$ cat config.mk
export PLATFORM = sky130hd
export DESIGN_NAME = cdpc_playback_ctrl
export DESIGN_NICKNAME = d
export VERILOG_FILES = /design/src/hw/cdpc_pkg.sv /design/src/hw/cdpc_vel_meas.sv /design/src/hw/cdpc_dpll.sv /design/src/hw/cdpc_playback_ctrl.sv
export VERILOG_INCLUDE_DIRS = /design/src /design/src/hw
export SDC_FILE = /design/constraint.sdc
export NUM_CORES = 1
export LEC_CHECK = 0
export ABC_AREA = 1
export BUFFER_PORTS_ARGS = -buffer_cell sky130_fd_sc_hd__buf_4
export CAP_MARGIN = 30
export CORE_UTILIZATION = 39
export CTS_CLUSTER_DIAMETER = 40
export DETAILED_ROUTE_END_ITERATION = 10
export SLEW_MARGIN = 15
export SYNTH_ARGS = -nofsm -noshare
export SYNTH_HDL_FRONTEND = slang
export SYNTH_HIERARCHICAL = 1
export SYNTH_SLANG_ARGS = --single-unit
export TNS_END_PERCENT = 5
$ cat constraint.sdc
create_clock -name clk_sys -period 5.21 [get_ports clk_sys]
set_clock_uncertainty 0.05 [all_clocks]
set_input_delay 0 -clock clk_sys [delete_from_list [all_inputs] [get_ports clk_sys]]
set_output_delay 0 -clock clk_sys [all_outputs]
set_load 0.1 [all_outputs]
$ cat src/hw/cdpc_defines.svh
`ifndef CDPC_DEFINES_SVH
`define CDPC_DEFINES_SVH
`define CDPC_CLK_NS      4
`define CDPC_FRAME_NS    136000
`define CDPC_LOCK_HZ     460
`define CDPC_REF_HALF    7'h40
`define CDPC_ADDR_CTRL   8'h00
`define CDPC_ADDR_VSET   8'h04
`define CDPC_ADDR_STAT   8'h08
`define CDPC_MODE_CLVN   2'h0
`define CDPC_MODE_CLVW   2'h1
`define CDPC_MODE_CAVW   2'h2
`define CDPC_CTRL_LOW_POWER_SELECT   2
`define CDPC_CTRL_PWMSEL 3
`define CDPC_CTRL_SLOFF  4
`define CDPC_CTRL_SYNC_WINDOW_SELECT   5
`define CDPC_CTRL_INTERP 6
`define CDPC_CTRL_RESET  7'h00
`define CDPC_VSET_RESET  8'h1f
`define CDPC_NOM_VEL     8'h1f
`define CDPC_ST_MON_LSB  2
`define CDPC_ST_VEL_LSB  8
`define CDPC_FWD_LAST    4'hc
`define CDPC_BACK_LAST   2'h2
`define CDPC_WIN_NARROW  16'h0008
`define CDPC_WIN_WIDE    16'h0020
`define CDPC_FRAME_CH    16'h024c
`define CDPC_LOCK_LAST   4'h7
`define CDPC_C1_MAX      3'h2
`define CDPC_C2_MAX      3'h4
`define CDPC_RUN_MIN     4'h3
`define CDPC_RUN_MAX     4'hb
`define CDPC_DPLL_NOM    16'h046d
`define CDPC_DPLL_SPAN   16'h0027
`endif

$ cat src/hw/cdpc_pkg.sv
package cdpc_pkg;
  typedef enum logic [2:0] {
    SYN_HUNT = 3'b001,
    SYN_BACK = 3'b010,
    SYN_LOCK = 3'b100
  } cdpc_sync_state_t;
endpackage : cdpc_pkg

$ cat src/hw/cdpc_vel_meas.sv
`timescale 1ns/1ps
`include "cdpc_defines.svh"
module cdpc_vel_meas (
  input  wire logic       clk_sys,
  input  wire logic       rst,
  input  wire logic       velClkSync,
  output logic [7:0]      velocityValue
);
  logic [6:0] refCnt_q;
  logic       velPrev_q;
  logic       half_q;
  logic [7:0] cnt_q;
  logic       refHigh;
  logic       halfRise;

  // Reference is the crystal clock over 128: high for the first half
  assign refHigh  = refCnt_q < `CDPC_REF_HALF;
  assign halfRise = velClkSync & ~velPrev_q & half_q;

  always_ff @(posedge clk_sys or posedge rst) begin
    if (rst) begin
      refCnt_q  <= 7'h00;
      velPrev_q <= 1'b0;
      half_q    <= 1'b0;
    end else begin
      refCnt_q  <= refCnt_q + 7'h01;
      velPrev_q <= velClkSync;
      if (velClkSync & ~velPrev_q)
        half_q <= ~half_q;
    end
  end

  always_ff @(posedge clk_sys or posedge rst) begin
    if (rst) begin
      cnt_q         <= 8'h00;
      velocityValue <= 8'h00;
    end else begin
      if (refCnt_q == 7'h00)
        cnt_q <= 8'h00;
      else if (refHigh && halfRise && cnt_q != 8'hff)
        cnt_q <= cnt_q + 8'h01;
      if (refCnt_q == `CDPC_REF_HALF)
        velocityValue <= cnt_q;
    end
  end
endmodule : cdpc_vel_meas

$ cat src/hw/cdpc_dpll.sv
`timescale 1ns/1ps
`include "cdpc_defines.svh"
module cdpc_dpll (
  input  wire logic clk_sys,
  input  wire logic rst,
  input  wire logic efmSync,
  input  wire logic secondaryLoopOff,
  output logic      chanTick,
  output logic      runError
);
  logic [15:0]        acc_q;
  logic [15:0]        freq_q;
  logic               efmPrev_q;
  logic [3:0]         run_q;
  logic               edgeSeen;
  logic signed [15:0] phaseErr;
  logic [16:0]        sum;

  assign edgeSeen = efmSync ^ efmPrev_q;
  assign phaseErr = $signed(acc_q);
  assign sum      = {1'b0, acc_q} + {1'b0, freq_q};

  always_ff @(posedge clk_sys or posedge rst) begin
    if (rst) begin
      acc_q     <= 16'h0000;
      efmPrev_q <= 1'b0;
      chanTick  <= 1'b0;
    end else begin
      efmPrev_q <= efmSync;
      chanTick  <= sum[16];
      // Phase loop pulls the boundary toward each EFM transition
      if (edgeSeen)
        acc_q <= sum[15:0] - 16'(phaseErr >>> 2);
      else
        acc_q <= sum[15:0];
    end
  end

  // Frequency loop off keeps the rate at nominal; only the narrow
  // phase loop remains, which trades capture range for 3T/4T jitter
  always_ff @(posedge clk_sys or posedge rst) begin
    if (rst)
      freq_q <= `CDPC_DPLL_NOM;
    else if (secondaryLoopOff)
      freq_q <= `CDPC_DPLL_NOM;
    else if (edgeSeen && phaseErr > 0 && freq_q < `CDPC_DPLL_NOM + `CDPC_DPLL_SPAN)
      freq_q <= freq_q + 16'h0001;
    else if (edgeSeen && phaseErr < 0 && freq_q > `CDPC_DPLL_NOM - `CDPC_DPLL_SPAN)
      freq_q <= freq_q - 16'h0001;
  end

  always_ff @(posedge clk_sys or posedge rst) begin
    if (rst) begin
      run_q    <= 4'h0;
      runError <= 1'b0;
    end else begin
      runError <= edgeSeen && (run_q < `CDPC_RUN_MIN || run_q > `CDPC_RUN_MAX);
      if (edgeSeen)
        run_q <= 4'h0;
      else if (chanTick && run_q != 4'hf)
        run_q <= run_q + 4'h1;
    end
  end
endmodule : cdpc_dpll

$ cat src/hw/cdpc_playback_ctrl.sv
`timescale 1ns/1ps
`include "cdpc_defines.svh"
module cdpc_playback_ctrl #(
  parameter int FRAME_CYCLES = `CDPC_FRAME_NS / `CDPC_CLK_NS,
  parameter int LOCK_CYCLES  = 1000000000 / (`CDPC_LOCK_HZ * `CDPC_CLK_NS)
) (
  input  wire logic        clk_sys,
  input  wire logic        rst,
  input  wire logic [7:0]  avs_address,
  input  wire logic        avs_read,
  input  wire logic        avs_write,
  input  wire logic [31:0] avs_writedata,
  output logic [31:0]      avs_readdata,
  output logic             avs_waitrequest,
  input  wire logic        velocityCountClock,
  input  wire logic        efmIn,
  input  wire logic        frameSyncIn,
  input  wire logic        externalSpindlePwmIn,
  input  wire logic        corrValid,
  input  wire logic        corrStage2,
  input  wire logic [2:0]  corrErrCount,
  input  wire logic        corrFail,
  input  wire logic        efmBadIn,
  input  wire logic        c1PtrIn,
  input  wire logic        sampleValid,
  input  wire logic [15:0] sampleData,
  input  wire logic        samplePtr,
  output logic             spindlePhaseAccel,
  output logic             spindlePhaseBrake,
  output logic             channelTick,
  output logic             fsTick,
  output logic             frameSyncGood,
  output logic             velocityLockFlag,
  output logic [7:0]       velocityValue,
  output logic [3:0]       correctionMonitor,
  output logic             c1PtrOut,
  output logic             c2PtrOut,
  output logic             concealValid,
  output logic [15:0]      concealData
);
  logic [1:0]  velSync_q, efmSync_q, fsySync_q, pwmSync_q;
  logic        velS, efmS, fsyS, pwmS;
  logic [6:0]  ctrl_q;
  logic [7:0]  vset_q;
  logic        ack_q;
  logic [1:0]  mode;
  logic        lowPowerSelect, spindlePwmModeSelect, secondaryLoopOff;
  logic        syncWindowSelect, interpSelect;
  logic        cav, clvw;
  logic        runError;
  logic [7:0]  target;

  // Pin synchronisers, two flops each; only bit 1 is read downstream
  always_ff @(posedge clk_sys or posedge rst) begin
    if (rst) begin
      velSync_q <= 2'h0;
      efmSync_q <= 2'h0;
      fsySync_q <= 2'h0;
      pwmSync_q <= 2'h0;
    end else begin
      velSync_q <= {velSync_q[0], velocityCountClock};
      efmSync_q <= {efmSync_q[0], efmIn};
      fsySync_q <= {fsySync_q[0], frameSyncIn};
      pwmSync_q <= {pwmSync_q[0], externalSpindlePwmIn};
    end
  end
  assign velS = velSync_q[1];
  assign efmS = efmSync_q[1];
  assign fsyS = fsySync_q[1];
  assign pwmS = pwmSync_q[1];

  assign mode                 = ctrl_q[1:0];
  assign lowPowerSelect       = ctrl_q[`CDPC_CTRL_LOW_POWER_SELECT];
  assign spindlePwmModeSelect = ctrl_q[`CDPC_CTRL_PWMSEL];
  assign secondaryLoopOff     = ctrl_q[`CDPC_CTRL_SLOFF];
  assign syncWindowSelect     = ctrl_q[`CDPC_CTRL_SYNC_WINDOW_SELECT];
  assign interpSelect         = ctrl_q[`CDPC_CTRL_INTERP];
  assign cav                  = mode == `CDPC_MODE_CAVW;
  assign clvw                 = mode == `CDPC_MODE_CLVW;

  // Bus slave: one wait state, read data loaded while waitrequest is high
  assign avs_waitrequest = (avs_read | avs_write) & ~ack_q;

  always_ff @(posedge clk_sys or posedge rst) begin
    if (rst) begin
      ack_q        <= 1'b0;
      avs_readdata <= 32'h00000000;
      ctrl_q       <= `CDPC_CTRL_RESET;
      vset_q       <= `CDPC_VSET_RESET;
    end else begin
      ack_q <= (avs_read | avs_write) & ~ack_q;
      if (avs_read && !ack_q) begin
        if (avs_address == `CDPC_ADDR_CTRL)
          avs_readdata <= {25'h0, ctrl_q};
        else if (avs_address == `CDPC_ADDR_VSET)
          avs_readdata <= {24'h0, vset_q};
        else if (avs_address == `CDPC_ADDR_STAT)
          avs_readdata <= {16'h0, velocityValue, 2'h0, correctionMonitor, frameSyncGood, velocityLockFlag};
        else
          avs_readdata <= 32'h00000000;
      end
      if (avs_write && ack_q) begin
        if (avs_address == `CDPC_ADDR_CTRL)
          ctrl_q <= avs_writedata[6:0];
        else if (avs_address == `CDPC_ADDR_VSET)
          vset_q <= avs_writedata[7:0];
      end
    end
  end

  cdpc_vel_meas uVel (
    .clk_sys       (clk_sys),
    .rst           (rst),
    .velClkSync    (velS),
    .velocityValue (velocityValue)
  );

  cdpc_dpll uDpll (
    .clk_sys          (clk_sys),
    .rst              (rst),
    .efmSync          (efmS),
    .secondaryLoopOff (secondaryLoopOff),
    .chanTick         (channelTick),
    .runError         (runError)
  );

  // Spindle drive: angular mode aims at the written setting
  assign target = cav ? vset_q : `CDPC_NOM_VEL;

  always_ff @(posedge clk_sys or posedge rst) begin
    if (rst) begin
      spindlePhaseAccel <= 1'b0;
      spindlePhaseBrake <= 1'b0;
    end else if (cav && spindlePwmModeSelect) begin
      spindlePhaseAccel <= pwmS;
      spindlePhaseBrake <= ~pwmS;
    end else begin
      // Wide linear ignores the PWM select and uses only this pair
      spindlePhaseAccel <= velocityValue < target;
      spindlePhaseBrake <= velocityValue > target && !(clvw && lowPowerSelect);
    end
  end

  // Frame timing: crystal-based, or channel-clock-based in angular mode
  cdpc_pkg::cdpc_sync_state_t syncState_q;
  logic [15:0] frmCnt_q;
  logic [15:0] frmLast;
  logic [15:0] win;
  logic        unitTick;
  logic        inWindow;
  logic        decide;
  logic        seen_q;
  logic [3:0]  missCnt_q;
  logic [1:0]  backCnt_q;
  logic        syncPrev_q;
  logic        syncEdge;

  assign unitTick = cav ? channelTick : 1'b1;
  assign frmLast  = cav ? `CDPC_FRAME_CH - 16'h0001 : 16'(FRAME_CYCLES - 1);
  assign win      = syncWindowSelect ? `CDPC_WIN_NARROW : `CDPC_WIN_WIDE;
  assign inWindow = frmCnt_q <= win || frmCnt_q > frmLast - win;
  assign decide   = unitTick && frmCnt_q == win;
  assign syncEdge = fsyS & ~syncPrev_q;

  always_ff @(posedge clk_sys or posedge rst) begin
    if (rst) begin
      frmCnt_q   <= 16'h0000;
      fsTick     <= 1'b0;
      syncPrev_q <= 1'b0;
    end else begin
      syncPrev_q <= fsyS;
      fsTick     <= unitTick && frmCnt_q == frmLast;
      if (syncState_q == cdpc_pkg::SYN_HUNT && syncEdge)
        frmCnt_q <= 16'h0001;
      else if (unitTick)
        frmCnt_q <= (frmCnt_q >= frmLast) ? 16'h0000 : frmCnt_q + 16'h0001;
    end
  end

  // Sync seen in window; a new sync wins over the decision clear
  always_ff @(posedge clk_sys or posedge rst) begin
    if (rst)
      seen_q <= 1'b0;
    else if (syncEdge && inWindow && syncState_q != cdpc_pkg::SYN_HUNT)
      seen_q <= 1'b1;
    else if (decide)
      seen_q <= 1'b0;
  end

  always_ff @(posedge clk_sys or posedge rst) begin
    if (rst) begin
      syncState_q   <= cdpc_pkg::SYN_HUNT;
      missCnt_q     <= 4'h0;
      backCnt_q     <= 2'h0;
      frameSyncGood <= 1'b0;
    end else begin
      case (syncState_q)
        cdpc_pkg::SYN_HUNT: begin
          frameSyncGood <= 1'b0;
          if (syncEdge) begin
            syncState_q <= cdpc_pkg::SYN_BACK;
            backCnt_q   <= 2'h0;
          end
        end
        cdpc_pkg::SYN_BACK: begin
          if (decide) begin
            frameSyncGood <= seen_q;
            if (seen_q) begin
              syncState_q <= cdpc_pkg::SYN_LOCK;
              missCnt_q   <= 4'h0;
            end else if (backCnt_q == `CDPC_BACK_LAST)
              syncState_q <= cdpc_pkg::SYN_HUNT;
            else
              backCnt_q <= backCnt_q + 2'h1;
          end
        end
        cdpc_pkg::SYN_LOCK: begin
          if (decide) begin
            frameSyncGood <= seen_q;
            if (seen_q)
              missCnt_q <= 4'h0;
            else if (missCnt_q == `CDPC_FWD_LAST)
              syncState_q <= cdpc_pkg::SYN_HUNT;
            else
              missCnt_q <= missCnt_q + 4'h1;
          end
        end
        default: syncState_q <= cdpc_pkg::SYN_HUNT;
      endcase
    end
  end

  // Lock flag from 460 Hz samples of frame-sync-good
  logic [19:0] lockCnt_q;
  logic [3:0]  hiRun_q, loRun_q;
  logic        lockSample;

  assign lockSample = lockCnt_q == 20'(LOCK_CYCLES - 1);

  always_ff @(posedge clk_sys or posedge rst) begin
    if (rst) begin
      lockCnt_q        <= 20'h00000;
      hiRun_q          <= 4'h0;
      loRun_q          <= 4'h0;
      velocityLockFlag <= 1'b0;
    end else begin
      lockCnt_q <= lockSample ? 20'h00000 : lockCnt_q + 20'h00001;
      if (lockSample && frameSyncGood) begin
        loRun_q <= 4'h0;
        hiRun_q <= (hiRun_q == `CDPC_LOCK_LAST) ? hiRun_q : hiRun_q + 4'h1;
        if (hiRun_q == `CDPC_LOCK_LAST)
          velocityLockFlag <= 1'b1;
      end else if (lockSample) begin
        hiRun_q <= 4'h0;
        loRun_q <= (loRun_q == `CDPC_LOCK_LAST) ? loRun_q : loRun_q + 4'h1;
        if (loRun_q == `CDPC_LOCK_LAST)
          velocityLockFlag <= 1'b0;
      end
    end
  end

  // Correction monitor and pointers
  logic runErrSeen_q;
  logic c1Ptr;
  logic c1Uncorr, c2Uncorr;

  assign c1Uncorr = corrFail || corrErrCount > `CDPC_C1_MAX;
  assign c2Uncorr = corrFail || corrErrCount > `CDPC_C2_MAX;
  // Pointer marks risky bytes so the second stage treats them as erasures
  assign c1Ptr = c1Uncorr || corrErrCount == `CDPC_C1_MAX || efmBadIn
                 || runErrSeen_q || !velocityLockFlag;

  always_ff @(posedge clk_sys or posedge rst) begin
    if (rst)
      runErrSeen_q <= 1'b0;
    else if (runError)
      runErrSeen_q <= 1'b1;
    else if (corrValid && !corrStage2)
      runErrSeen_q <= 1'b0;
  end

  always_ff @(posedge clk_sys or posedge rst) begin
    if (rst) begin
      correctionMonitor <= 4'h0;
      c1PtrOut          <= 1'b0;
      c2PtrOut          <= 1'b0;
    end else if (corrValid && !corrStage2) begin
      c1PtrOut <= c1Ptr;
      if (c1Uncorr)
        correctionMonitor <= 4'h7;
      else
        correctionMonitor <= {1'b0, c1Ptr, corrErrCount[1:0]};
    end else if (corrValid) begin
      if (!c2Uncorr) begin
        correctionMonitor <= {1'b1, corrErrCount};
        c2PtrOut          <= 1'b0;
      end else if (c1PtrIn) begin
        correctionMonitor <= 4'he;
        c2PtrOut          <= c1PtrIn;
      end else begin
        correctionMonitor <= 4'hf;
        c2PtrOut          <= 1'b1;
      end
    end
  end

  // Concealment runs one sample late so interpolation can see the next one
  logic [15:0] cur_q;
  logic        curPtr_q, curValid_q;
  logic [16:0] avgSum;

  assign avgSum = {concealData[15], concealData} + {sampleData[15], sampleData};

  always_ff @(posedge clk_sys or posedge rst) begin
    if (rst) begin
      cur_q        <= 16'h0000;
      curPtr_q     <= 1'b0;
      curValid_q   <= 1'b0;
      concealValid <= 1'b0;
      concealData  <= 16'h0000;
    end else begin
      concealValid <= sampleValid && curValid_q;
      if (sampleValid) begin
        cur_q      <= sampleData;
        curPtr_q   <= samplePtr;
        curValid_q <= 1'b1;
        if (curValid_q && !curPtr_q)
          concealData <= cur_q;
        else if (curValid_q && interpSelect && !samplePtr)
          concealData <= avgSum[16:1];
      end
    end
  end
endmodule : cdpc_playback_ctrl

---- Word level (Yosys, flattened, before mapping) ----
Index checks and enable logic that the tools add are counted.
word-level totals
  register bits after elaboration ......... 222
operators by class
  $add $sub $neg .......................... 15
  $lt $le $gt $ge ......................... 14
  equal/unequal tests ..................... 33
  muxes and demuxes ....................... 64
  bitwise operators ....................... 13
  reductions and logical operators ........ 65
operator list
  operator                 number
  $mux W16                 13
  $mux W4                  15
  $add A16 B16 Y17         2
  $add A16 B1 Y16 const B  2
  $mux W3                  9
  $logic_and A1 B1 Y1      24
  $mux W8                  3
  $reduce_bool A2 Y1       12
  $add A20 B1 Y20 const B  1
  $eq A20 B20 Y1 const B   1
  $mux W20                 1
  $ne A2 B2 Y1 const B     10
  $add A4 B1 Y4 const B    4
  $eq A16 B16 Y1           1
  $eq A16 B6 Y1            1
  $ge A16 B16 Y1           1
  $gt A16 B1 Y1 const B    1
  $gt A16 B11 Y1 const B   1
  $gt A16 B16 Y1           1
  $le A16 B6 Y1            1
  $lt A16 B1 Y1 const B    1
  $lt A16 B11 Y1 const B   1
  $sub A16 B1 Y16 const B  1
  $sub A16 B16 Y16         1
  47 further kinds         96

---- Longest topological paths before layout ----
  depth in word-level cells ............... 8
  depth in mapped cells ................... 24
  depth with buffers taken out ............ 24

---- Cells and area by module ----
Netlist, hierarchy kept.
by module, submodules not included
  module              instances  cells an instance  area an instance (sq um)  sequential area each (sq um)
  cdpc_playback_ctrl  1          1101               8386.8                    3560.9
  cdpc_dpll           1          673                4312.9                    983.4
  cdpc_vel_meas       1          138                1242.4                    625.6

---- Worst setup path after synthesis ----
OpenSTA, ideal clock, no wires.
  path type ............................... register -> register
  start point ............................. register uDpll.freq_q[0]
  end point ............................... register uDpll.acc_q[13]
  data arrival time ....................... 3093 ps
  data required time ...................... 5042 ps
  setup slack ............................. 1949 ps
  cell stages (with the launch flop) ...... 21
  buffers on the path ..................... 0
  period minus slack after synthesis ...... 3261 ps
  cells stage by stage .................... dfstp_2 > ha_1 > inv_1 > fa_1 > nand3b_1 > nand2_1 > nand2_1 > nand2_1 > inv_1 > o21ai_0 > nand2_1 > and2_1 > ha_1 > nand2_1 > inv_1 > a21oi_1 > nor2_1 > nor3_1 > nand3b_1 > nand3_1 > nand2_1
between the ends
  cells in the longest elaborated chain, start to end .. 3
ends and longest elaborated chain
  what                      RTL line         text
  start: declaration        cdpc_dpll.sv:12  logic [15:0] freq_q;
  start signal: assignment  cdpc_dpll.sv:43  freq_q <= `CDPC_DPLL_NOM;
  start signal: assignment  cdpc_dpll.sv:45  freq_q <= `CDPC_DPLL_NOM;
  start signal: assignment  cdpc_dpll.sv:47  freq_q <= freq_q + 16'h0001;
  $add A16 B16 Y17 *        cdpc_dpll.sv:21  assign sum = {1'b0, acc_q} + {1'b0, freq_q};
  $sub A16 B16 Y16          cdpc_dpll.sv:33  acc_q <= sum[15:0] - 16'(phaseErr >>> 2);
  $mux W16 *                cdpc_dpll.sv:32  if (edgeSeen)
  end signal: assignment    cdpc_dpll.sv:33
  end signal: assignment    cdpc_dpll.sv:35  acc_q <= sum[15:0];
  end: declaration          cdpc_dpll.sv:11  logic [15:0] acc_q;
Mark *: on every way between the ends. The rest lies on a longest branch, timed or not.
A chain may end at the register's enable or synchronous reset.

---- Worst setup path in the final report ----
Ends and elaborated chain as after synthesis.

==> results.md <==
- DRT Pass-1 Iters: 5
- Max cap viols: 0
- Multi-input logic area: ~7600 µm²
- Minimum hold slack: about 0.078 ns
- Area fraction of the dominant cell type after synthesis: between 30% and 40%
- Fraction of registers with async set/reset: 100%
- FP Rows: just under 70
- Core area: ~35,000 µm²
- Clock transition at path regs: 0.05 ns
- Sequential area share after synthesis: roughly 37%
- Clk sinks: 206
- Register area: 5170 µm²
- Clock Latency Late Sink: 0.53 ns
- Final cycle utilization of the critical path: between 70 and 80%
- First-pass GRT wire length: about 60 mm
- Vias per cell: between 4 and 5
- Unique masters post-synth: between 50 and 60
- Post-DP HPWL: between 20 and 30 mm
- Number of fillers in the final layout: 3,397
- Setup TNS: 0 ns
- Critical-path maximum fanout: 7
- Die H: 191 µm
- R2r startpoint: uDpll/freq_q[0]
- GRT Residual Overflow: 0
- Crit Path Class: reg2reg
- Required time of the worst setup path: approximately 5.6 ns
- Antenna violations before repair: 0
- Die area: ~37,000 µm²
- Commonest non-fill, non-tap cell in the layout: nand2_1
- Fin nets: ~2.3k
- Routability congestion estimate: 0.917
- WL final: 37.5 mm
- Pin count of the biggest net entering global routing: 89
- Slew Viols, Final: 0
- Synth Instances: approximately 1.9k
- RSZ-0062 raised after global routing: no
- FMAX: 265 MHz
- CTS tree: built
- CTS Root Cell: clkbuf_16
- Syn. warnings: 6
- PwrDens: around 600 nW/µm²
- Vias in the first global route: ~12k
- Synth Flop Type: dfrtp_1
- Final Critical Period: roughly 3.8 ns
- Total global routing track utilization: between 20% and 30%
- # IOs: between 100 and 150
- Area contributors post-synth: dfrtp_1 35%, nand2_1 14%, ha_1 7.8%
- EDFF count, synth: 0
- Diodes inserted: 0
- Syn_area_per_cell: 7.29 µm²
- Layout cells sized above 1: between 10% and 20%
- Leak pwr: 0.00902 µW
- Worst Tran Pin Value: between 0.8 and 0.9 ns
- Final Hold Vio Count: 0
- Worst Setup SP: uDpll/freq_q[0]
- Worst R2R Path Depth: 20
- DR DRC count: 0
- H-tree depth: 2
- Via count: ~13k
- Worst Setup End Kind: register
- R2r endpoint: uDpll/acc_q[13]
- Starting Density: roughly 40%
- Most frequent cells in the layout: 533 x nand2_1, 232 x inv_1, 194 x dfrtp_1, 171 x nand3_1, 166 x nor2_1
- Critical Path AT: 4.12 ns
- Area Overhead vs Synth: 25.7%
- Wire length per cell: around 14 µm
- Max clock buf depth: 3
- Worst R2R Setup Slack: between 1 and 1.5 ns
- Die width: 191 µm
- Synthesized cell area: around 14,000 µm²
- Antenna Violating Nets Remaining: 0
- CTS buffer count: 42
- Port Buf Inserts: slightly above 100
- Critical Path Start Type: register
- Peak VDD IR: between 0.4 and 0.5 mV
- Worst Setup EP: uDpll/acc_q[13]
- Register bit total from synthesis: 206
- # setup viols final: 0
- Synth area leader: dfrtp_1
- Relative slew slack: between 40% and 50%
- 1st-iter DRT viols: slightly below 800
- Status: completed
- Worst min path class: in2reg
==> flip-flops by register name, summed over array words and instances (netlist names), 7 cells and up <==
register            flops
ctrl_q                  7
avs_readdata           16
lockCnt_q              20
uDpll/acc_q            16
uVel/refCnt_q           7
uVel/velocityValue      8
frmCnt_q               16
concealData            16
cur_q                  16
vset_q                  8
uDpll/freq_q           16
uVel/cnt_q              8
==> worst max-delay path: stages, from the launching register on <==
cell,delay (ns)
dfstp_2,0.61
ha_1,0.23
inv_1,0.06
fa_1,0.39
nand3b_1,0.18
nand2_1,0.17
nand2_1,0.07
nand2_1,0.14
inv_1,0.06
o21ai_0,0.17
nand2_1,0.09
and2_1,0.15
ha_1,0.34
nand2_1,0.10
inv_1,0.06
a21oi_1,0.23
nor2_1,0.07
nor3_1,0.19
nand3b_1,0.11
nand3_1,0.11
nand2_1,0.06
==> cell families after synthesis <==
group,count (synthesis),synth area share [%]
other,1,0.0269
flip-flops,206,37.1
adder cells (fa/ha/maj),91,8.38
buffers and inverters,293,8.68
XOR/XNOR,59,3.71
AND/OR/NAND/NOR,995,31.2
multiplexers,3,0.242
AO/OA/AOI/OAI,264,10.7
==> synth_stat cells (12+ instances only) <==
cell type and n:
nand2_1 533, inv_1 233, dfrtp_1 194, nand3_1 171
nor2_1 167, o21ai_0 102, a21oi_1 90, ha_1 87
xor2_1 44, nor3_1 30, nand4_1 28, buf_4 18
clkbuf_1 17, o21ai_1 17, o21ai_2 15, xnor2_1 15
dfstp_2 12
==> how the worst min path moves through the flow <==
stage | slack (ns) | startpoint | cells past startpoint | end
after floorplan | -0.02 | rst | 1 | uVel/cnt_q[0]
after global placement | 0.06 | externalSpindlePwmIn | 1 | pwmSync_q[0]
after CTS | 0.06 | frameSyncIn | 2 | fsySync_q[0]
final | 0.08 | frameSyncIn | 2 | fsySync_q[0]
after global routing | 0.07 | frameSyncIn | 2 | fsySync_q[0]
after detailed placement | 0.06 | frameSyncIn | 1 | fsySync_q[0]
==> through the flow <==
| step | instances | total power [µW] | setup WS, ns | area, µm² | utilization [%] |
|---|---|---|---|---|---|
| after global placement | 2441 | 7760 | 1.58 | 15100 | 43.2 |
| after detailed placement | 2442 | 7820 | 1.54 | 15100 | 43.3 |
| after global routing | 2614 | 11600 | 1.18 | 17500 | 50.2 |
| after CTS | 2613 | 10700 | 1.50 | 17500 | 50.2 |
| after floorplan | 1927 | 6620 | 1.36 | 14000 | - |
| final | 2614 | 10700 | 1.43 | 17500 | 50.2 |
==> layer usage <==
layer,vias up,wire length [µm],GRT usage (%)
li1,6627,-,-
met1,6073,17600,28.0
met3,79,1440,2.86
met2,276,17300,33.3
met4,0,1230,7.57
met5,-,0,0
==> cell type report <==
cell class	instances	share of cell area (%)
multi-input combinational	1428	43.5
sequential	206	29.5
timing repair buffer	202	10.0
clock buffer	46	6.20
inverter	246	5.31
tap	455	3.25
clock inverter	31	2.20
==> what timing repair did <==
item | 4_1_cts | 5_1_grt
endpoints found under the hold margin | 209 | 0
buffers inserted | 0 | 0
hold buffers | 94 | 0
gates resized for setup | 0 | 0
==> where the power goes <==
part | leakage [µW] | switching [µW] | total (µW) | internal (µW)
clock | 0.000722 | 932 | 2800 | 1870
sequential | 0.00260 | 316 | 2230 | 1910
combinational | 0.00570 | 3650 | 5680 | 2030
total | 0.00902 | 4900 | 10700 | 5810
Power figures use the tool's default switching activity.
